### src/lfs_pkg.sv
package lfs_pkg;
	localparam int CNT_W          = 16;
	localparam int CLK_MHZ        = 125;
	// times in microseconds as specified; cycle counts derive from the clock rate
	localparam int PWM_RISE_US    = 17;
	localparam int PWM_FALL_US    = 21;
	localparam int OVERTEMP_DEG_US = 60;
	localparam int ENABLE_OUT_US  = 100;
	localparam int OPEN_DEG_US    = 125;
	localparam int GSHORT_DEG_US  = 125;
	localparam int RECOVER_DEG_US = 16;
	localparam logic [CNT_W-1:0] PWM_RISE_CYC    = CNT_W'(PWM_RISE_US * CLK_MHZ);
	localparam logic [CNT_W-1:0] PWM_FALL_CYC    = CNT_W'(PWM_FALL_US * CLK_MHZ);
	localparam logic [CNT_W-1:0] OVERTEMP_CYC    = CNT_W'(OVERTEMP_DEG_US * CLK_MHZ);
	localparam logic [CNT_W-1:0] ENABLE_OUT_CYC  = CNT_W'(ENABLE_OUT_US * CLK_MHZ);
	localparam logic [CNT_W-1:0] OPEN_DEG_CYC    = CNT_W'(OPEN_DEG_US * CLK_MHZ);
	localparam logic [CNT_W-1:0] GSHORT_DEG_CYC  = CNT_W'(GSHORT_DEG_US * CLK_MHZ);
	localparam logic [CNT_W-1:0] RECOVER_CYC     = CNT_W'(RECOVER_DEG_US * CLK_MHZ);

	localparam logic [3:0]  ADDR_CTRL   = 4'h0;
	localparam logic [3:0]  ADDR_STATUS = 4'h4;
	localparam logic [3:0]  ADDR_EVENT  = 4'h8;
	localparam int          CTRL_OPEN_ALLOW = 0;
	localparam logic        CTRL_RESET  = 1'b1;
	localparam logic [1:0]  RESP_OKAY   = 2'h0;
	localparam logic [1:0]  RESP_SLVERR = 2'h2;

	// comparator and pin levels, all synchronous to aclk
	typedef struct packed {
		logic supply_ok;       // supply above rising power-on threshold
		logic open_check_hi;   // open_check_gate above high threshold
		logic open_check_lo;   // open_check_gate below low threshold
		logic drop_below_open; // in-to-out drop under lower open threshold
		logic drop_above_open; // in-to-out drop over upper open threshold
		logic out_below_gshort;
		logic out_above_gshort;
		logic overtemp;        // junction above thermal_shutdown threshold
		logic overtemp_clear;  // junction below threshold minus hysteresis
	} lfs_sense_type;

	typedef struct packed {
		logic open_armed;
		logic started;
		logic retry_on;
		logic drive_on;
		logic bus_low;
		logic overtemp;
		logic gshort;
		logic open;
	} lfs_status_type;
endpackage

### src/lfs_supervisor.sv
// Implementation choices: the register addresses and register access over AXI4-Lite.
`timescale 1ns/1ps

module lfs_deglitch
	import lfs_pkg::*;
(
	input  wire logic             aclk,
	input  wire logic             clr,
	input  wire logic             run,
	input  wire logic             restart,
	input  wire logic [CNT_W-1:0] limit,
	output logic      [CNT_W-1:0] cnt,
	output logic                  hit
);
	logic [CNT_W-1:0] cnt_ff;

	assign hit = run && !restart && (cnt_ff == limit - CNT_W'(1));
	assign cnt = cnt_ff;

	always_ff @(posedge aclk) begin
		if (clr || !run || restart || hit) begin
			cnt_ff <= '0;
		end else begin
			cnt_ff <= cnt_ff + CNT_W'(1);
		end
	end
endmodule

module lfs_supervisor
	import lfs_pkg::*;
#(
	parameter logic [CNT_W-1:0] ENABLE_CYCLES   = ENABLE_OUT_CYC,
	parameter logic [CNT_W-1:0] PWM_RISE_CYCLES = PWM_RISE_CYC,
	parameter logic [CNT_W-1:0] PWM_FALL_CYCLES = PWM_FALL_CYC,
	parameter logic [CNT_W-1:0] OPEN_CYCLES     = OPEN_DEG_CYC,
	parameter logic [CNT_W-1:0] GSHORT_CYCLES   = GSHORT_DEG_CYC,
	parameter logic [CNT_W-1:0] OVERTEMP_CYCLES = OVERTEMP_CYC,
	parameter logic [CNT_W-1:0] RECOVER_CYCLES  = RECOVER_CYC
) (
	input  wire logic                  aclk,
	input  wire logic                  aresetn,
	input  wire logic                  enable_in,
	input  wire logic                  pwm_in,
	input  wire lfs_pkg::lfs_sense_type sense,
	input  wire logic                  fault_bus_in,
	output logic                       fault_bus_out,
	output logic                       fault_bus_oe,
	output logic                       fault_pullup_on,
	output logic                       drive_on,
	output logic                       retry_on,
	output logic                       sleep_on,
	input  wire logic [3:0]            s_axi_awaddr,
	input  wire logic                  s_axi_awvalid,
	output logic                       s_axi_awready,
	input  wire logic [31:0]           s_axi_wdata,
	input  wire logic [3:0]            s_axi_wstrb,
	input  wire logic                  s_axi_wvalid,
	output logic                       s_axi_wready,
	output logic [1:0]                 s_axi_bresp,
	output logic                       s_axi_bvalid,
	input  wire logic                  s_axi_bready,
	input  wire logic [3:0]            s_axi_araddr,
	input  wire logic                  s_axi_arvalid,
	output logic                       s_axi_arready,
	output logic [31:0]                s_axi_rdata,
	output logic [1:0]                 s_axi_rresp,
	output logic                       s_axi_rvalid,
	input  wire logic                  s_axi_rready
);
	import lfs_pkg::*;

	logic             hold;
	logic             started_ff, pwm_dly_ff, armed_ff;
	logic             open_ff, gshort_ff, overtemp_ff;
	logic             drive_ff, retry_ff, sleep_ff, bus_oe_ff, pullup_ff, bus_out_ff;
	logic             ctrl_open_ff;
	logic [3:0]       event_ff;
	logic             bus_low_ff;
	logic             start_hit, pwm_hit, open_hit, gshort_hit, ot_hit;
	logic             open_rec_hit, gshort_rec_hit, ot_rec_hit;
	logic [CNT_W-1:0] start_cnt, open_cnt, unused_cnt0, unused_cnt1, unused_cnt2, unused_cnt3, unused_cnt4, unused_cnt5;
	logic             any_fault, pwm_diag;
	lfs_status_type   status;

	assign hold      = !aresetn || !sense.supply_ok || !enable_in;
	assign any_fault = open_ff || gshort_ff || overtemp_ff;
	assign pwm_diag  = started_ff && pwm_in;

	// startup delay from enable rise to first output
	lfs_deglitch u_start (.aclk(aclk), .clr(hold), .run(!started_ff), .restart(1'b0),
		.limit(ENABLE_CYCLES), .cnt(start_cnt), .hit(start_hit));
	always_ff @(posedge aclk) begin
		if (hold) begin
			started_ff <= 1'b0;
		end else if (start_hit) begin
			started_ff <= 1'b1;
		end
	end

	// pwm must stay at its new level for the whole delay; shorter pulses are swallowed
	lfs_deglitch u_pwm (.aclk(aclk), .clr(hold), .run(pwm_in != pwm_dly_ff), .restart(1'b0),
		.limit(pwm_in ? PWM_RISE_CYCLES : PWM_FALL_CYCLES), .cnt(unused_cnt0), .hit(pwm_hit));
	always_ff @(posedge aclk) begin
		if (hold) begin
			pwm_dly_ff <= 1'b0;
		end else if (pwm_hit) begin
			pwm_dly_ff <= pwm_in;
		end
	end

	// hysteresis between the two gate thresholds
	always_ff @(posedge aclk) begin
		if (hold) begin
			armed_ff <= 1'b0;
		end else if (sense.open_check_lo || !ctrl_open_ff) begin
			armed_ff <= 1'b0;
		end else if (sense.open_check_hi) begin
			armed_ff <= 1'b1;
		end
	end

	// between thresholds the open timer keeps counting
	lfs_deglitch u_open (.aclk(aclk), .clr(hold || open_ff),
		.run(pwm_diag && armed_ff && (sense.drop_below_open || open_cnt != '0)),
		.restart(sense.drop_above_open),
		.limit(OPEN_CYCLES), .cnt(open_cnt), .hit(open_hit));
	lfs_deglitch u_open_rec (.aclk(aclk), .clr(hold || !open_ff), .run(sense.drop_above_open),
		.restart(1'b0), .limit(RECOVER_CYCLES), .cnt(unused_cnt1), .hit(open_rec_hit));
	always_ff @(posedge aclk) begin
		// a gate dropping below its low threshold also beats a timer expiring on the same edge
		if (hold || !armed_ff || sense.open_check_lo) begin
			open_ff <= 1'b0;
		end else if (open_hit) begin
			open_ff <= 1'b1;
		end else if (open_rec_hit) begin
			open_ff <= 1'b0;
		end
	end

	lfs_deglitch u_gshort (.aclk(aclk), .clr(hold || gshort_ff),
		.run(drive_ff && (sense.out_below_gshort || unused_cnt2 != '0)),
		.restart(sense.out_above_gshort),
		.limit(GSHORT_CYCLES), .cnt(unused_cnt2), .hit(gshort_hit));
	lfs_deglitch u_gshort_rec (.aclk(aclk), .clr(hold || !gshort_ff), .run(sense.out_above_gshort),
		.restart(1'b0), .limit(RECOVER_CYCLES), .cnt(unused_cnt3), .hit(gshort_rec_hit));
	always_ff @(posedge aclk) begin
		if (hold) begin
			gshort_ff <= 1'b0;
		end else if (gshort_hit) begin
			gshort_ff <= 1'b1;
		end else if (gshort_rec_hit) begin
			gshort_ff <= 1'b0;
		end
	end

	lfs_deglitch u_ot (.aclk(aclk), .clr(hold || overtemp_ff), .run(sense.overtemp), .restart(1'b0),
		.limit(OVERTEMP_CYCLES), .cnt(unused_cnt4), .hit(ot_hit));
	lfs_deglitch u_ot_rec (.aclk(aclk), .clr(hold || !overtemp_ff), .run(sense.overtemp_clear),
		.restart(1'b0), .limit(RECOVER_CYCLES), .cnt(unused_cnt5), .hit(ot_rec_hit));
	always_ff @(posedge aclk) begin
		if (hold) begin
			overtemp_ff <= 1'b0;
		end else if (ot_hit) begin
			overtemp_ff <= 1'b1;
		end else if (ot_rec_hit) begin
			overtemp_ff <= 1'b0;
		end
	end

	// bus_low is sensed after the block's own pulldown, so a local fault also stops it
	always_ff @(posedge aclk) begin
		if (hold) begin
			drive_ff   <= 1'b0;
			retry_ff   <= 1'b0;
			bus_oe_ff  <= 1'b0;
			pullup_ff  <= 1'b0;
			bus_low_ff <= 1'b0;
		end else begin
			drive_ff   <= started_ff && pwm_dly_ff && !gshort_ff && !overtemp_ff && fault_bus_in;
			retry_ff   <= !overtemp_ff && (gshort_ff || (open_ff && !pwm_dly_ff));
			bus_oe_ff  <= any_fault;
			pullup_ff  <= !any_fault;
			bus_low_ff <= !fault_bus_in;
		end
	end

	always_ff @(posedge aclk) begin
		if (!aresetn) begin
			sleep_ff   <= 1'b1;
			bus_out_ff <= 1'b0;
		end else begin
			sleep_ff   <= !enable_in;
			bus_out_ff <= 1'b0;
		end
	end

	assign drive_on        = drive_ff;
	assign retry_on        = retry_ff;
	assign sleep_on        = sleep_ff;
	assign fault_bus_oe    = bus_oe_ff;
	assign fault_bus_out   = bus_out_ff;
	assign fault_pullup_on = pullup_ff;

	assign status = '{open_armed: armed_ff, started: started_ff, retry_on: retry_ff, drive_on: drive_ff,
		bus_low: bus_low_ff, overtemp: overtemp_ff, gshort: gshort_ff, open: open_ff};

	// ---- AXI4-Lite slave ----
	logic        aw_got_ff, w_got_ff, awready_ff, wready_ff, bvalid_ff, arready_ff, rvalid_ff;
	logic [3:0]  awaddr_ff;
	logic [31:0] wdata_ff, rdata_ff;
	logic        wlane0_ff;
	logic [1:0]  bresp_ff, rresp_ff;
	logic        do_write, ev_clr;
	logic [3:0]  ev_set;

	assign do_write = aw_got_ff && w_got_ff && !bvalid_ff;
	assign ev_clr   = do_write && wlane0_ff && awaddr_ff == ADDR_EVENT;
	assign ev_set   = {!bus_low_ff && !fault_bus_in && !hold, ot_hit, gshort_hit, open_hit};

	always_ff @(posedge aclk) begin
		if (!aresetn) begin
			aw_got_ff  <= 1'b0;
			w_got_ff   <= 1'b0;
			awready_ff <= 1'b0;
			wready_ff  <= 1'b0;
			awaddr_ff  <= '0;
			wdata_ff   <= '0;
			wlane0_ff  <= 1'b0;
		end else begin
			if (s_axi_awvalid && awready_ff) begin
				aw_got_ff  <= 1'b1;
				awaddr_ff  <= s_axi_awaddr;
				awready_ff <= 1'b0;
			end else if (do_write) begin
				aw_got_ff  <= 1'b0;
			end else if (!aw_got_ff && !bvalid_ff) begin
				awready_ff <= 1'b1;
			end
			if (s_axi_wvalid && wready_ff) begin
				w_got_ff  <= 1'b1;
				wdata_ff  <= s_axi_wdata;
				wlane0_ff <= s_axi_wstrb[0];
				wready_ff <= 1'b0;
			end else if (do_write) begin
				w_got_ff  <= 1'b0;
			end else if (!w_got_ff && !bvalid_ff) begin
				wready_ff <= 1'b1;
			end
		end
	end

	always_ff @(posedge aclk) begin
		if (!aresetn) begin
			bvalid_ff <= 1'b0;
			bresp_ff  <= RESP_OKAY;
		end else if (do_write) begin
			bvalid_ff <= 1'b1;
			bresp_ff  <= (awaddr_ff == ADDR_CTRL || awaddr_ff == ADDR_EVENT || awaddr_ff == ADDR_STATUS)
				? RESP_OKAY : RESP_SLVERR;
		end else if (s_axi_bready) begin
			bvalid_ff <= 1'b0;
		end
	end

	always_ff @(posedge aclk) begin
		if (!aresetn) begin
			ctrl_open_ff <= CTRL_RESET;
		end else if (do_write && wlane0_ff && awaddr_ff == ADDR_CTRL) begin
			ctrl_open_ff <= wdata_ff[CTRL_OPEN_ALLOW];
		end
	end

	// set beats clear so an event landing on the clearing write is kept
	always_ff @(posedge aclk) begin
		if (!aresetn) begin
			event_ff <= '0;
		end else begin
			event_ff <= (event_ff & ~(ev_clr ? wdata_ff[3:0] : 4'h0)) | ev_set;
		end
	end

	always_ff @(posedge aclk) begin
		if (!aresetn) begin
			arready_ff <= 1'b0;
			rvalid_ff  <= 1'b0;
			rdata_ff   <= '0;
			rresp_ff   <= RESP_OKAY;
		end else if (s_axi_arvalid && arready_ff) begin
			arready_ff <= 1'b0;
			rvalid_ff  <= 1'b1;
			rresp_ff   <= RESP_OKAY;
			unique case (s_axi_araddr)
				ADDR_CTRL:   rdata_ff <= {31'h0, ctrl_open_ff};
				ADDR_STATUS: rdata_ff <= {24'h0, status};
				ADDR_EVENT:  rdata_ff <= {28'h0, event_ff};
				default: begin
					rdata_ff <= '0;
					rresp_ff <= RESP_SLVERR;
				end
			endcase
		end else if (rvalid_ff && s_axi_rready) begin
			rvalid_ff <= 1'b0;
		end else if (!rvalid_ff) begin
			arready_ff <= 1'b1;
		end
	end

	assign s_axi_awready = awready_ff;
	assign s_axi_wready  = wready_ff;
	assign s_axi_bvalid  = bvalid_ff;
	assign s_axi_bresp   = bresp_ff;
	assign s_axi_arready = arready_ff;
	assign s_axi_rvalid  = rvalid_ff;
	assign s_axi_rdata   = rdata_ff;
	assign s_axi_rresp   = rresp_ff;
endmodule

### config.mk
export PLATFORM = sky130hd
export DESIGN_NAME = lfs_supervisor
export DESIGN_NICKNAME = d
export VERILOG_FILES = /design/src/lfs_pkg.sv /design/src/lfs_supervisor.sv
export SDC_FILE = /design/constraint.sdc
export NUM_CORES = 1
export LEC_CHECK = 0
export ABC_CLOCK_PERIOD_IN_PS = 3800
export BUFFER_PORTS_ARGS = -buffer_cell sky130_fd_sc_hd__buf_2
export CAP_MARGIN = 0
export CORE_ASPECT_RATIO = 1.75
export CORE_MARGIN = 2
export CORE_UTILIZATION = 56
export DETAILED_ROUTE_END_ITERATION = 16
export PLACE_DENSITY = 0.78
export SKIP_LAST_GASP = 1
export SYNTH_ARGS = -nofsm -noshare
export SYNTH_HDL_FRONTEND = slang
export SYNTH_SLANG_ARGS = --single-unit
export TNS_END_PERCENT = 50
### constraint.sdc
create_clock -name aclk -period 3.8 [get_ports aclk]
set_input_delay 0.19 -clock aclk [delete_from_list [all_inputs] [get_ports aclk]]
set_output_delay 0.19 -clock aclk [all_outputs]
set_load 0.02 [all_outputs]
# == Word-level counts from Yosys, hierarchy flattened ==
# Index checks and enable logic that the tools add are counted.
# totals
ff_bits,197
input_bits,63
out_inout_bits,47
# op_classes
n_addsub,9
n_eq_ne,13
n_mux,18
n_bitwise,7
reduce_logical,112
# op_table
op,n
$add A16 B1 Y16 const B,8
$eq A16 B11 Y1 const B,3
$eq A16 B14 Y1 const B,3
$logic_or A1 B1 Y1,36
$logic_and A1 B1 Y1,33
$reduce_bool A16 Y1,2
$logic_not A1 Y1,24
$pmux W8 S3,1
$eq A16 B13 Y1 const B,1
$eq A16 B16 Y1,1
$reduce_bool A2 Y1,7
$mux W1,13
$sub A12 B1 Y13 const B,1
$mux W10,1
$eq A4 B3 Y1 const B,2
$eq A4 B4 Y1 const B,2
$logic_not A4 Y1,2
$reduce_or A2 Y1,4
$reduce_and A2 Y1,3
$and A4 B4 Y4,1
$mux W2,2
$mux W4,1
$not A1 Y1,4
$not A4 Y4,1
other kinds (3),3

# == Longest topological paths before layout ==
# Gate-level depths: netlist of the first run.
# logic_depth
depth_word,8
mapped_depth,7

# == Cells and area by module ==
# A second synthesis of the first run with hierarchy kept.
# hier_totals
hier_cells,1409
hier_area_um2,12414.4
# by_module_without_submodules
module,n_inst,cells_per_inst,area_per_inst_um2,seq_area_each_um2
lfs_deglitch,8,147,1310.0,320.3
lfs_supervisor,1,233,1934.4,860.8

# == Least setup slack after synthesis of the first run ==
# No wires, ideal clock.
# synth_path
path_kind,register -> register
from,"reg u_gshort_rec.cnt_ff[0], in the netlist u_gshort_rec.cnt[0]"
to,"reg u_gshort_rec.cnt_ff[15], in the netlist u_gshort_rec.cnt[15]"
arrival_ns,1.663
slack_ns,2.023
path_stages_with_launch,7
path_cell_list,dfxtp_1 ha_1 nand3_1 or4_4 o21ai_4 buf_6 nor2_1
# synth_via
elab_chain_len,3
word_cells_on_any_way,4
# synth_rtl
element,line_no,source
"start, declared",lfs_supervisor.sv:15,logic [CNT_W-1:0] cnt_ff;
"start signal, assigned",lfs_supervisor.sv:24,cnt_ff <= cnt_ff + CNT_W'(1);
branches (longest 3 deep; another with $add A16 B1 Y16),--,
# Several ways; the timed one is not identified.
# A chain may end at the register's enable or synchronous reset.

# == Worst setup path in the final report of the first run ==
# layout_path
from,"reg u_gshort.cnt_ff[6], in the netlist u_gshort.cnt[6]"
to,"reg u_gshort.cnt_ff[12], in the netlist u_gshort.cnt[12]"
# layout_via
elab_chain_len,7
word_cells_on_any_way,11
# layout_rtl
element,line_no
"start, declared",lfs_supervisor.sv:15
"start signal, assigned",lfs_supervisor.sv:24
branches (longest 7 deep; another with $add A16 B1 Y16),--
# Several ways; the timed one is not identified.

==> impl_summary.log, run 1 <==
[metrics] ranking of synthesized cells by area: dfxtp_1, xnor2_1, nor2_1
[metrics] class of the tightest hold or removal check: in2reg
[metrics] core region area: 13400 um2
[metrics] async set-or-reset flop fraction in the synthesized netlist: 0
[metrics] crit path capture type: register
[metrics] Buffers on Ports: 51
[metrics] aggregate global routing overflow: 0
[metrics] most instantiated cells after synthesis: dfxtp_1, nor2_1, xnor2_1, nand2_1, nand3_1
[metrics] most crowded layer after global routing: met2
[metrics] row count: 56
[metrics] Inserted Clock Buffers: 17
[metrics] warning count from the yosys run: 0
[metrics] detailed router's first-iteration violation count: 240
[metrics] startpoint types: register
[metrics] setup TNS: 0 ns
[metrics] max-slew violation total from the final report: 0
[metrics] Leak Pwr: 2.74 nW
[metrics] maximum frequency from static timing analysis: 452 MHz
[metrics] post-cts repair resize count: 0
[metrics] number of global-route vias before repair: 5986
[metrics] run status: completed
[metrics] vias after detailed routing: 6158
[metrics] final antenna-violating net count: 0
[metrics] fin nets: 1001
[metrics] final cell area excluding filler cells: 8580 um2
[metrics] most frequent cell after synthesis: dfxtp_1
[metrics] unrepaired setup endpoints after global routing: no
[metrics] actual slew at the worst max-slew pin: 1.22 ns
[metrics] Post-CTS Setup Inserts: 0
[metrics] Max clock buf depth: 2
[metrics] clock tree from TritonCTS: done
[metrics] # setup viols final: 0
[metrics] Sink Count: 171
[metrics] Seq/Total Area, Yosys: 0.445
[metrics] pin count of the biggest net entering global routing: 35
[metrics] Min-Delay Endpoint: awaddr_ff[0]
[metrics] worst hold path stage count: 3
[metrics] Crit path required time: 4.05 ns
[metrics] # DRC: 0
[metrics] commonest register cell after synthesis: dfxtp_1
[metrics] number of register bits inferred by synthesis: 171
[metrics] crit path max-delay cell type: a21oi_1
[metrics] met2 GRT Util: 0.403
[metrics] source-to-sink clock delay at the later pin of the worst-skew pair: 0.42 ns
[metrics] number of unique standard cell types used by synthesis: 50
[metrics] post-layout power: 3.78 mW
[metrics] total buffers and inverters traversed by the critical path: 0
[metrics] netlist area before placement: 7690 um2
[metrics] peak fanout along the critical path: 16
[metrics] y dimension of the die: 159 um
[metrics] final hold vios: 0
[metrics] die area: 14700 um2
[metrics] fraction of final layout cells with drive strength greater than 1: 0.0928
[metrics] number of enable-type register cells in the synthesized netlist: 0
[metrics] die outline width: 92.6 um
[metrics] aggregate global-route resource usage: 0.222
[metrics] worst relative slew slack: 0.186
[metrics] clk_skew: 0.00902 ns
[metrics] crit-path cells: nor4_1, nand4b_1, a21oi_1, nor3_1
[metrics] cell type with the highest aggregate area in the netlist: dfxtp_1
[metrics] clock-pin slew reported for the worst setup and hold paths after clock tree synthesis: 0.06 ns
[metrics] wire length of the first global-routing pass: 26.7 mm
[metrics] number of antenna violations at the first check in global routing: 1
[metrics] placed cell count: 1079
[metrics] wirelength, routed: 15.7 mm
[metrics] Area after DPL: 7930 um2
[metrics] portion of synthesized cell area occupied by the leading cell type: 0.445
[metrics] average vias per placed instance: 5.54
[metrics] synthesized area per cell: 8.69 um2
[metrics] worst endpoint data arrival time: 2.46 ns
[metrics] Diodes inserted: 0
[metrics] Filler Cell Count: 1140
[metrics] worst r2r src: u_gshort.cnt[6]
[metrics] IO Count: 110
[metrics] reg2reg end: u_gshort.cnt[12]
[metrics] power per cell area: 441 nW/um2
[metrics] min-delay src: s_axi_awaddr[0]
[metrics] global routing usage on met3: 0.0440
[metrics] post-synthesis cell count: 884
[metrics] total of max-cap violations: 0
[metrics] worst setup path startpoint: u_gshort.cnt[6]
[metrics] root buffer cell: clkbuf_16
[metrics] Layout area overhead: 11.6%
[metrics] fin crit share: 0.582
[metrics] R2R depth: 4
[metrics] Starting Density: 0.574
[metrics] Final GP Congestion: 0.856
[metrics] delay of the slowest cell on the worst path: 0.96 ns
[metrics] drt first pass iters: 5
[metrics] setup slack of the worst register-to-register path: 1.59 ns
[metrics] start-to-end type of the worst setup path: reg2reg
[metrics] average routed wire per standard cell: 14.1 um
[metrics] detailed placer's ending HPWL: 11.1 mm
[metrics] number of H-tree branching levels: 4
[metrics] shortest period the worst path allows: 2.21 ns
[metrics] GR met1 Demand/Resource: 0.243
[metrics] crit-path leading delay family: compound AO/OA/AOI/OAI gates
[metrics] peak ir drop on the vdd network: 319 uV
[metrics] Layout Cells excl Fill: 1112
==> repair_timing <==
action | in CTS | in global routing
hold endpoints to repair | 3 | 0
hold buffers | 3 | 0
endpoints found under the setup margin | 0 | 0
==> stage by stage <==
stage | setup slack, ns | hold slack (ns) | util
3_5_place_dp | 1.56 | 0.373 | 0.592
4_1_cts | 1.55 | 0.0231 | 0.641
6_report | 1.59 | 0.0342 | 0.641
2_1_floorplan | 2.02 | 0.252 | -
5_1_grt | 1.31 | 0.0434 | 0.641
3_3_place_gp | 1.57 | 0.372 | 0.592
==> routing by layer <==
layer	vias up	wire, um
li1	3092	-
met1	2865	6150
met2	159	8280
met3	40	792
met4	2	476
met5	-	11
==> area by class of cell <==
type | instances | area [um2] | area share
clock buffer | 22 | 454 | 0.0529
timing repair buffer | 55 | 293 | 0.0341
clock inverter | 8 | 168 | 0.0195
tap | 174 | 218 | 0.0254
multi-input combinational | 652 | 3910 | 0.456
inverter | 30 | 113 | 0.0131
sequential | 171 | 3420 | 0.399
==> registers in the layout, summed over array words and instances (netlist names), 4 cells and up <==
signal and count:
u_gshort.cnt 16, u_gshort_rec.cnt 16, u_open.cnt 16, u_open_rec.cnt 16
u_ot.cnt 16, u_ot_rec.cnt 16, u_pwm.cnt 16, u_start.cnt 16
s_axi_rdata 8, awaddr_ff 4, event_ff 4, wdata_ff 4
==> cells in the final DEF, fill, tap and decap left out, types with 4 or more instances in the layout <==
master	instances
dfxtp_1	171
o21ai_0	12
ha_1	11
nand2b_1	8
nor3_1	49
bufinv_16	5
conb_1	27
inv_1	30
buf_2	51
nand4_1	37
nand2_1	57
or4_1	4
a21oi_1	7
and4_1	8
nor2b_1	8
xnor2_1	80
xor2_1	30
clkbuf_16	17
clkbuf_1	4
nand3_1	55
and2_1	9
nor4_1	41
a21boi_0	14
nor4b_1	7
and3_1	9
nor2_1	130
a22oi_1	7
==> worst min-delay path, cell delays in order <==
cell,delay (ns)
buf_2,0.10
nand3_1,0.05
a21boi_0,0.07
==> report_power, final <==
group	switching (mW)	internal [mW]
logic	0.0791	0.0389
clock network	0.666	1.17
registers	0.0142	1.81
==> cell families (layout without fill, tap and decap cells) <==
kind of cell | after synthesis | in the layout | share of synthesized area
xor+xnor | 110 | 110 | 0.125
flops | 171 | 171 | 0.445
mux | 3 | 3 | 0.00391
compound gates | 59 | 59 | 0.0545
fa+ha+maj | 11 | 11 | 0.0179
buf+inv | 87 | 115 | 0.0584
other cells | 1 | 27 | 0.000488
simple gates | 442 | 442 | 0.294
==> worst max path at each step <==
stage | endpoint | slack [ns] | cells after the start
after floorplan | u_gshort_rec.cnt[15] | 2.02 | 6
after global placement | u_gshort.cnt[7] | 1.57 | 4
after detailed placement | u_gshort.cnt[9] | 1.56 | 4
after CTS | u_gshort.cnt[12] | 1.55 | 4
after global routing | u_pwm.cnt[9] | 1.31 | 6
final | u_gshort.cnt[12] | 1.59 | 4
Power figures use the tool's default switching activity.
==> run 2: changes to the inputs <==
--- a/config.mk
+++ b/config.mk
@@ -5,7 +5,8 @@
 export SDC_FILE = /design/constraint.sdc
 export NUM_CORES = 1
 export LEC_CHECK = 0
-export ABC_CLOCK_PERIOD_IN_PS = 3800
+export ABC_AREA = 1
+export ABC_CLOCK_PERIOD_IN_PS = 2280
 export BUFFER_PORTS_ARGS = -buffer_cell sky130_fd_sc_hd__buf_2
 export CAP_MARGIN = 0
 export CORE_ASPECT_RATIO = 1.75
==> constraint.sdc (replaced) <==
create_clock -name aclk -period 2.28 [get_ports aclk]
set_input_delay 0.114 -clock aclk [delete_from_list [all_inputs] [get_ports aclk]]
set_output_delay 0.114 -clock aclk [all_outputs]
set_load 0.02 [all_outputs]
==> impl_summary.log, run 2 <==
[metrics] R2R depth: 8 (was 4)
[metrics] peak ir drop on the vdd network: 476 uV (was 319 uV)
[metrics] number of global-route vias before repair: 7162 (was 5986)
[metrics] Buffers on Ports: 51 (unchanged)
[metrics] y dimension of the die: 166 um (was 159 um)
[metrics] # setup viols final: 0 (unchanged)
[metrics] class of the tightest hold or removal check: in2reg (unchanged)
[metrics] warning count from the yosys run: 0 (unchanged)
[metrics] Leak Pwr: 3.39 nW (was 2.74 nW)
[metrics] source-to-sink clock delay at the later pin of the worst-skew pair: 0.43 ns (was 0.42 ns)
[metrics] detailed router's first-iteration violation count: 275 (was 240)
[metrics] final hold vios: 0 (unchanged)
[metrics] worst r2r src: u_open_rec.cnt[0] (was u_gshort.cnt[6])
[metrics] Crit path required time: 2.62 ns (was 4.05 ns)
[metrics] clock-pin slew reported for the worst setup and hold paths after clock tree synthesis: 0.07 ns (was 0.06 ns)
[metrics] wire length of the first global-routing pass: 30.7 mm (was 26.7 mm)
[metrics] pin count of the biggest net entering global routing: 20 (was 35)
[metrics] start-to-end type of the worst setup path: reg2reg (unchanged)
[metrics] Layout area overhead: 11.9% (was 11.6%)
[metrics] average vias per placed instance: 5.18 (was 5.54)
[metrics] aggregate global routing overflow: 0 (unchanged)
[metrics] detailed placer's ending HPWL: 13.4 mm (was 11.1 mm)
[metrics] Seq/Total Area, Yosys: 0.407 (was 0.445)
[metrics] setup slack of the worst register-to-register path: 0.66 ns (was 1.59 ns)
[metrics] synthesized area per cell: 7.21 um2 (was 8.69 um2)
[metrics] Sink Count: 171 (unchanged)
[metrics] final cell area excluding filler cells: 9410 um2 (was 8580 um2)
[metrics] worst setup path startpoint: u_open_rec.cnt[0] (was u_gshort.cnt[6])
[metrics] cell type with the highest aggregate area in the netlist: dfxtp_1 (unchanged)
[metrics] fraction of final layout cells with drive strength greater than 1: 0.107 (was 0.0928)
[metrics] most instantiated cells after synthesis: nor2_1, nand2_1, dfxtp_1, inv_1, nand3_1 (was dfxtp_1, nor2_1, xnor2_1, nand2_1, nand3_1)
[metrics] Final GP Congestion: 0.883 (was 0.856)
[metrics] shortest period the worst path allows: 1.62 ns (was 2.21 ns)
[metrics] post-cts repair resize count: 0 (unchanged)
[metrics] die area: 16100 um2 (was 14700 um2)
[metrics] most frequent cell after synthesis: nor2_1 (was dfxtp_1)
[metrics] row count: 59 (was 56)
[metrics] worst endpoint data arrival time: 1.96 ns (was 2.46 ns)
[metrics] crit path capture type: register (unchanged)
[metrics] most used cells in the layout excluding fill and tap cells: nor2_1, nand2_1, dfxtp_1 (was dfxtp_1, nor2_1, xnor2_1)
[metrics] aggregate global-route resource usage: 0.230 (was 0.222)
[metrics] Inserted Clock Buffers: 17 (unchanged)
[metrics] commonest register cell after synthesis: dfxtp_1 (unchanged)
[metrics] number of antenna violations at the first check in global routing: 0 (was 1)
[metrics] maximum frequency from static timing analysis: 618 MHz (was 452 MHz)
[metrics] number of H-tree branching levels: 4 (unchanged)
[metrics] clk_skew: 0.0103 ns (was 0.00902 ns)
[metrics] worst relative slew slack: 0.633 (was 0.186)
[metrics] drt first pass iters: 5 (unchanged)
[metrics] power per cell area: 651 nW/um2 (was 441 nW/um2)
[metrics] async set-or-reset flop fraction in the synthesized netlist: 0 (unchanged)
[metrics] fin crit share: 0.710 (was 0.582)
[metrics] area taken by multi-input logic gates: 4190 um2 (was 3910 um2)
[metrics] IO Count: 110 (unchanged)
[metrics] number of enable-type register cells in the synthesized netlist: 0 (unchanged)
[metrics] post-synthesis cell count: 1167 (was 884)
[metrics] die outline width: 96.6 um (was 92.6 um)
[metrics] number of unique standard cell types used by synthesis: 37 (was 50)
[metrics] fin nets: 1310 (was 1001)
[metrics] run status: completed (unchanged)
[metrics] Filler Cell Count: 1292 (was 1140)
[metrics] max-slew violation total from the final report: 0 (unchanged)
[metrics] total of max-cap violations: 0 (unchanged)
[metrics] reg2reg end: u_open_rec.cnt[2] (was u_gshort.cnt[12])
[metrics] Starting Density: 0.570 (was 0.574)
[metrics] netlist area before placement: 8410 um2 (was 7690 um2)
[metrics] capturing element of the worst setup path: u_open_rec.cnt[2] (was u_gshort.cnt[12])
[metrics] clock tree from TritonCTS: done (unchanged)
[metrics] root buffer cell: clkbuf_16 (unchanged)
[metrics] unrepaired setup endpoints after global routing: no (unchanged)
[metrics] actual slew at the worst max-slew pin: 0.550 ns (was 1.22 ns)
[metrics] final antenna-violating net count: 0 (unchanged)
[metrics] startpoint types: register (unchanged)
[metrics] # DRC: 0 (unchanged)
[metrics] ranking of synthesized cells by area: dfxtp_1, nor2_1, nand2_1 (was dfxtp_1, xnor2_1, nor2_1)
[metrics] setup TNS: 0 ns (unchanged)
[metrics] Area after DPL: 8670 um2 (was 7930 um2)
[metrics] core region area: 14800 um2 (was 13400 um2)
[metrics] average routed wire per standard cell: 12.6 um (was 14.1 um)
[metrics] number of register bits inferred by synthesis: 171 (unchanged)
[metrics] portion of synthesized cell area occupied by the leading cell type: 0.407 (was 0.445)
[metrics] Max clock buf depth: 2 (unchanged)
[metrics] flip-flop and latch area: 3420 um2 (unchanged)
[metrics] Diodes inserted: 0 (unchanged)
[metrics] vias after detailed routing: 7414 (was 6158)
[metrics] commonest non-fill, non-tap cell in the layout: nor2_1 (was dfxtp_1)
[metrics] wirelength, routed: 18.0 mm (was 15.7 mm)
[metrics] peak fanout along the critical path: 16 (unchanged)
[run 2: cell count changes in the layout (fill, tap and decap cells not counted), moves of 21 or more]
cell and delta:
a21oi_1 +53, inv_1 +119, nand2_1 +151, nand3_1 +21, nor2_1 +81, nor4_1 -41, xnor2_1 -61
[run 2: report_power, final]
group          internal (mW)  leakage [nW]  switching (mW)
Sequential              3.02          1.38          0.0182
Clock                   1.59         0.281            1.27
Combinational         0.0757          1.73           0.156
[run 2: layer usage]
metal,GRT usage,wire length [um]
met3,0.0408,657
met4,0.121,752
met2,0.430,9700
met5,0,0
met1,0.241,6940
[run 2: what timing repair did]
item / 4_1_cts / 5_1_grt
hold buffers: 15 / 0
endpoints found under the setup margin: 0 / 0
hold endpoints to repair: 17 / 0
buffers inserted: 0 / 0
[run 2: how the worst min path moves through the flow]
stage	start	endpoint	cells after the start
floorplan	enable_in	sleep_on	1
global placement	enable_in	sleep_on	2
detailed placement	s_axi_wvalid	s_axi_wready	2
CTS	s_axi_wdata[2]	wdata_ff[2]	3
global route	s_axi_wdata[2]	wdata_ff[2]	3
finish	s_axi_wdata[2]	wdata_ff[2]	3
[run 2: cells by family (layout without fill, tap and decap cells)]
kind of cell / Yosys count / after routing / synth area share
flip-flops: 171 / 171 / 0.407
AND/OR/NAND/NOR: 622 / 622 / 0.337
AO/OA/AOI/OAI: 105 / 105 / 0.0662
adder cells (fa/ha/maj): 11 / 11 / 0.0164
XOR/XNOR: 64 / 64 / 0.0667
buffers and inverters: 193 / 249 / 0.106
other: 1 / 27 / 0.000446
[run 2: cell type report]
| type | instances | area share |
|---|---|---|
| Inverter | 150 | 0.0598 |
| Timing Repair Buffer | 67 | 0.0439 |
| Sequential cell | 171 | 0.364 |
| Tap cell | 183 | 0.0243 |
| Multi-Input combinational cell | 829 | 0.446 |
| Clock buffer | 19 | 0.0481 |
| Clock inverter | 13 | 0.0142 |
[run 2: stage by stage]
stage / setup WS (ns) / power, mW / utilization / instances / hold WS (ns)
6_report: 0.662 / 6.13 / 0.637 / 1432 / 0.00335
5_1_grt: 0.489 / 6.32 / 0.637 / 1432 / 0.0286
4_1_cts: 0.666 / 6.16 / 0.637 / 1432 / 0.00376
3_5_place_dp: 0.665 / 3.32 / 0.587 / 1385 / 0.314
3_3_place_gp: 0.713 / 3.31 / 0.587 / 1385 / 0.300
2_1_floorplan: 0.895 / 3.28 / - / 1193 / 0.176
[run 2: worst max-delay path, cell delays in order, from the launching register on]
cell and delay [ns]:
dfxtp_1 0.33, ha_1 0.21, nand2_1 0.13, inv_1 0.07
nand2_1 0.08, nor2_1 0.05, nand3_1 0.13, nand3b_2 0.31
nor3_1 0.22
==> run 3: changes to the inputs <==
--- a/config.mk
+++ b/config.mk
@@ -6,14 +6,14 @@
 export NUM_CORES = 1
 export LEC_CHECK = 0
 export ABC_AREA = 1
-export ABC_CLOCK_PERIOD_IN_PS = 2280
+export ABC_CLOCK_PERIOD_IN_PS = 1400
 export BUFFER_PORTS_ARGS = -buffer_cell sky130_fd_sc_hd__buf_2
 export CAP_MARGIN = 0
 export CORE_ASPECT_RATIO = 1.75
 export CORE_MARGIN = 2
-export CORE_UTILIZATION = 56
+export CORE_UTILIZATION = 52
 export DETAILED_ROUTE_END_ITERATION = 16
-export PLACE_DENSITY = 0.78
+export PLACE_DENSITY = 0.76
 export SKIP_LAST_GASP = 1
 export SYNTH_ARGS = -nofsm -noshare
 export SYNTH_HDL_FRONTEND = slang
==> constraint.sdc (replaced) <==
create_clock -name aclk -period 1.4 [get_ports aclk]
set_input_delay 0.07 -clock aclk [delete_from_list [all_inputs] [get_ports aclk]]
set_output_delay 0.07 -clock aclk [all_outputs]
set_load 0.02 [all_outputs]
==> impl_summary.log, run 3 (synthesis gave the netlist of run 2 again) <==
[metrics] maximum frequency from static timing analysis: 657 MHz (was 618 MHz)
[metrics] commonest non-fill, non-tap cell in the layout: nand2_1 (was nor2_1)
[metrics] final hold vios: 0 (unchanged)
[metrics] Final GP Congestion: 0.946 (was 0.883)
[metrics] crit path capture type: register (unchanged)
[metrics] y dimension of the die: 172 um (was 166 um)
[metrics] number of H-tree branching levels: 4 (unchanged)
[metrics] switching component of the power: 2.44 mW (was 1.44 mW)
[metrics] delay of the slowest cell on the worst path: 0.37 ns (was 0.33 ns)
[metrics] number of antenna violations at the first check in global routing: 0 (unchanged)
[metrics] fin crit share: 1.09 (was 0.710)
[metrics] number of global-route vias before repair: 7330 (was 7162)
[metrics] peak ir drop on the vdd network: 659 uV (was 476 uV)
[metrics] switching share of power: 0.242 (was 0.236)
[metrics] power per cell area: 961 nW/um2 (was 651 nW/um2)
[metrics] run status: finished, violations left (was completed)
[metrics] Max clock buf depth: 2 (unchanged)
[metrics] Starting Density: 0.530 (was 0.570)
[metrics] detailed router's first-iteration violation count: 398 (was 275)
[metrics] total buffers and inverters traversed by the critical path: 2 (was 1)
[metrics] pin count of the biggest net entering global routing: 20 (unchanged)
[metrics] # DRC: 0 (unchanged)
[metrics] wire length of the first global-routing pass: 31.2 mm (was 30.7 mm)
[metrics] average routed wire per standard cell: 13.8 um (was 12.6 um)
[metrics] root buffer cell: clkbuf_16 (unchanged)
[metrics] sequential share of power: 0.491 (was 0.496)
[metrics] core region area: 15900 um2 (was 14800 um2)
[metrics] max-slew violation total from the final report: 0 (unchanged)
[metrics] actual slew at the worst max-slew pin: 0.569 ns (was 0.550 ns)
[metrics] violations in the final reports: setup timing
[metrics] row count: 61 (was 59)
[metrics] fraction of power consumed by combinational cells: 0.041 (was 0.038)
[metrics] aggregate global-route resource usage: 0.224 (was 0.230)
[metrics] clk_skew: 0.0146 ns (was 0.0103 ns)
[metrics] Diodes inserted: 0 (unchanged)
[metrics] wirelength, routed: 20.9 mm (was 18.0 mm)
[metrics] final cell area excluding filler cells: 10500 um2 (was 9410 um2)
[metrics] peak fanout along the critical path: 8 (was 16)
[metrics] die area: 17200 um2 (was 16100 um2)
[metrics] clock-pin slew reported for the worst setup and hold paths after clock tree synthesis: 0.07 ns (about the same)
[metrics] part of the total power dissipated in the clock network: 0.467 (was 0.466)
[metrics] worst endpoint data arrival time: 1.84 ns (was 1.96 ns)
[metrics] crit path max-delay cell type: dfxtp_1 (unchanged)
[metrics] most used cells in the layout excluding fill and tap cells: nand2_1, nor2_1, dfxtp_1 (was nor2_1, nand2_1, dfxtp_1)
[metrics] Crit path required time: 1.72 ns (was 2.62 ns)
[metrics] Inserted Clock Buffers: 17 (unchanged)
[metrics] startpoint types: register (unchanged)
[metrics] Layout area overhead: 24.6% (was 11.9%)
[metrics] class of the tightest hold or removal check: in2reg (unchanged)
[metrics] fraction of final layout cells with drive strength greater than 1: 0.219 (was 0.107)
[metrics] clock tree from TritonCTS: done (unchanged)
[metrics] fin nets: 1382 (was 1310)
[metrics] total of max-cap violations: 0 (unchanged)
[metrics] Leak Pwr: 3.84 nW (was 3.39 nW)
[metrics] start-to-end type of the worst setup path: reg2reg (unchanged)
[metrics] crit-path leading delay family: simple AND/OR/NAND/NOR gates (unchanged)
[metrics] Sink Count: 171 (unchanged)
[metrics] vias after detailed routing: 7940 (was 7414)
[metrics] min setup slack post-route: -0.122 ns (was 0.662 ns)
[metrics] # setup viols final: 27 (was 0)
[metrics] crit-path cells: nand2_1, inv_1, nand2_1, nor2_1, nand3_4, nand3b_4, clkbuf_16, nor2_1 (was ha_1, nand2_1, inv_1, nand2_1, nor2_1, nand3_1, nand3b_2, nor3_1)
[metrics] fin util: 0.660 (was 0.637)
[metrics] Area after DPL: 9120 um2 (was 8670 um2)
[metrics] shortest period the worst path allows: 1.52 ns (was 1.62 ns)
[metrics] source-to-sink clock delay at the later pin of the worst-skew pair: 0.43 ns (about the same)
[metrics] detailed placer's ending HPWL: 14.0 mm (was 13.4 mm)
[metrics] aggregate global routing overflow: 0 (unchanged)
[metrics] cell internal power dissipation: 7.63 mW (was 4.68 mW)
[metrics] IO Count: 110 (unchanged)
[metrics] die outline width: 100 um (was 96.6 um)
[metrics] Layout Cells excl Fill: 1510 (was 1432)
[metrics] Buffers on Ports: 51 (unchanged)
[metrics] average vias per placed instance: 5.26 (was 5.18)
[metrics] worst relative slew slack: 0.618 (was 0.633)
[metrics] drt first pass iters: 6 (was 5)
[metrics] final antenna-violating net count: 0 (unchanged)
[metrics] placed cell count: 1446 (was 1385)
[metrics] unrepaired setup endpoints after global routing: yes (was no)
-- run 3: area by class of cell --
| class | count | area [um2] |
|---|---|---|
| multi-input cells | 832 | 4640 |
| inverters | 150 | 566 |
| well taps | 189 | 236 |
| repair buffers | 136 | 1000 |
| clock buffers | 18 | 439 |
| fillers | 1281 | 5400 |
| flip-flops and latches | 171 | 3440 |
| clock inverters | 14 | 148 |
-- run 3: tightest hold or removal path, cell delays in order --
cell and delay [ns]:
buf_2 0.11, nand3_2 0.16, a21oi_1 0.06
-- run 3: repair_timing --
| item | in CTS | in global routing |
|---|---|---|
| setup endpoints to repair | 63 | 136 |
| pin swaps | 8 | 30 |
| endpoints found under the hold margin | 27 | 0 |
| setup buffers | 1 | 8 |
| hold buffers | 19 | 0 |
| gates cloned | 1 | 3 |
| resized for setup | 20 | 106 |
-- run 3: layer usage --
layer  track usage  share of wire  vias up
li1              -              -     3960
met4         0.117          0.040        0
met3        0.0360          0.034       55
met2         0.425           0.55      204
met5             0              0        -
met1         0.230           0.37     3721
-- run 3: stage by stage --
| stage | worst slack [ns] | hold slack, ns | total power [mW] | setup TNS [ns] |
|---|---|---|---|---|
| after CTS | -0.0268 | 0.00490 | 10.1 | -0.0855 |
| final | -0.122 | 0.0291 | 10.1 | -1.89 |
| after global routing | -0.168 | 0.0290 | 10.4 | -5.58 |
| after detailed placement | -0.0635 | 0.260 | 5.42 | -1.53 |
| after floorplan | 0.0145 | 0.132 | 5.34 | 0 |
| after global placement | -0.0287 | 0.256 | 5.41 | -0.373 |
-- run 3: final timing paths --
check / start / endpoint / slack (ns) / cells after the start
setup / recovery: u_open_rec.cnt[6] / u_open_rec.cnt[9] / -0.12 / 8
hold / removal: enable_in / overtemp_ff / 0.03 / 3
setup reg to reg: u_open_rec.cnt[6] / u_open_rec.cnt[9] / -0.12 / 8
hold reg to reg: u_start.cnt[0] / u_start.cnt[0] / 0.42 / 1
-- run 3: power groups by stage --
| stage | registers [mW] | logic, mW | clock network, mW |
|---|---|---|---|
| floorplan | 5.08 | 0.260 | 0 |
| global placement | 5.06 | 0.354 | 0 |
| detailed placement | 5.06 | 0.359 | 0 |
| CTS | 4.95 | 0.404 | 4.77 |
| global route | 4.95 | 0.457 | 5.00 |
| finish | 4.95 | 0.416 | 4.70 |
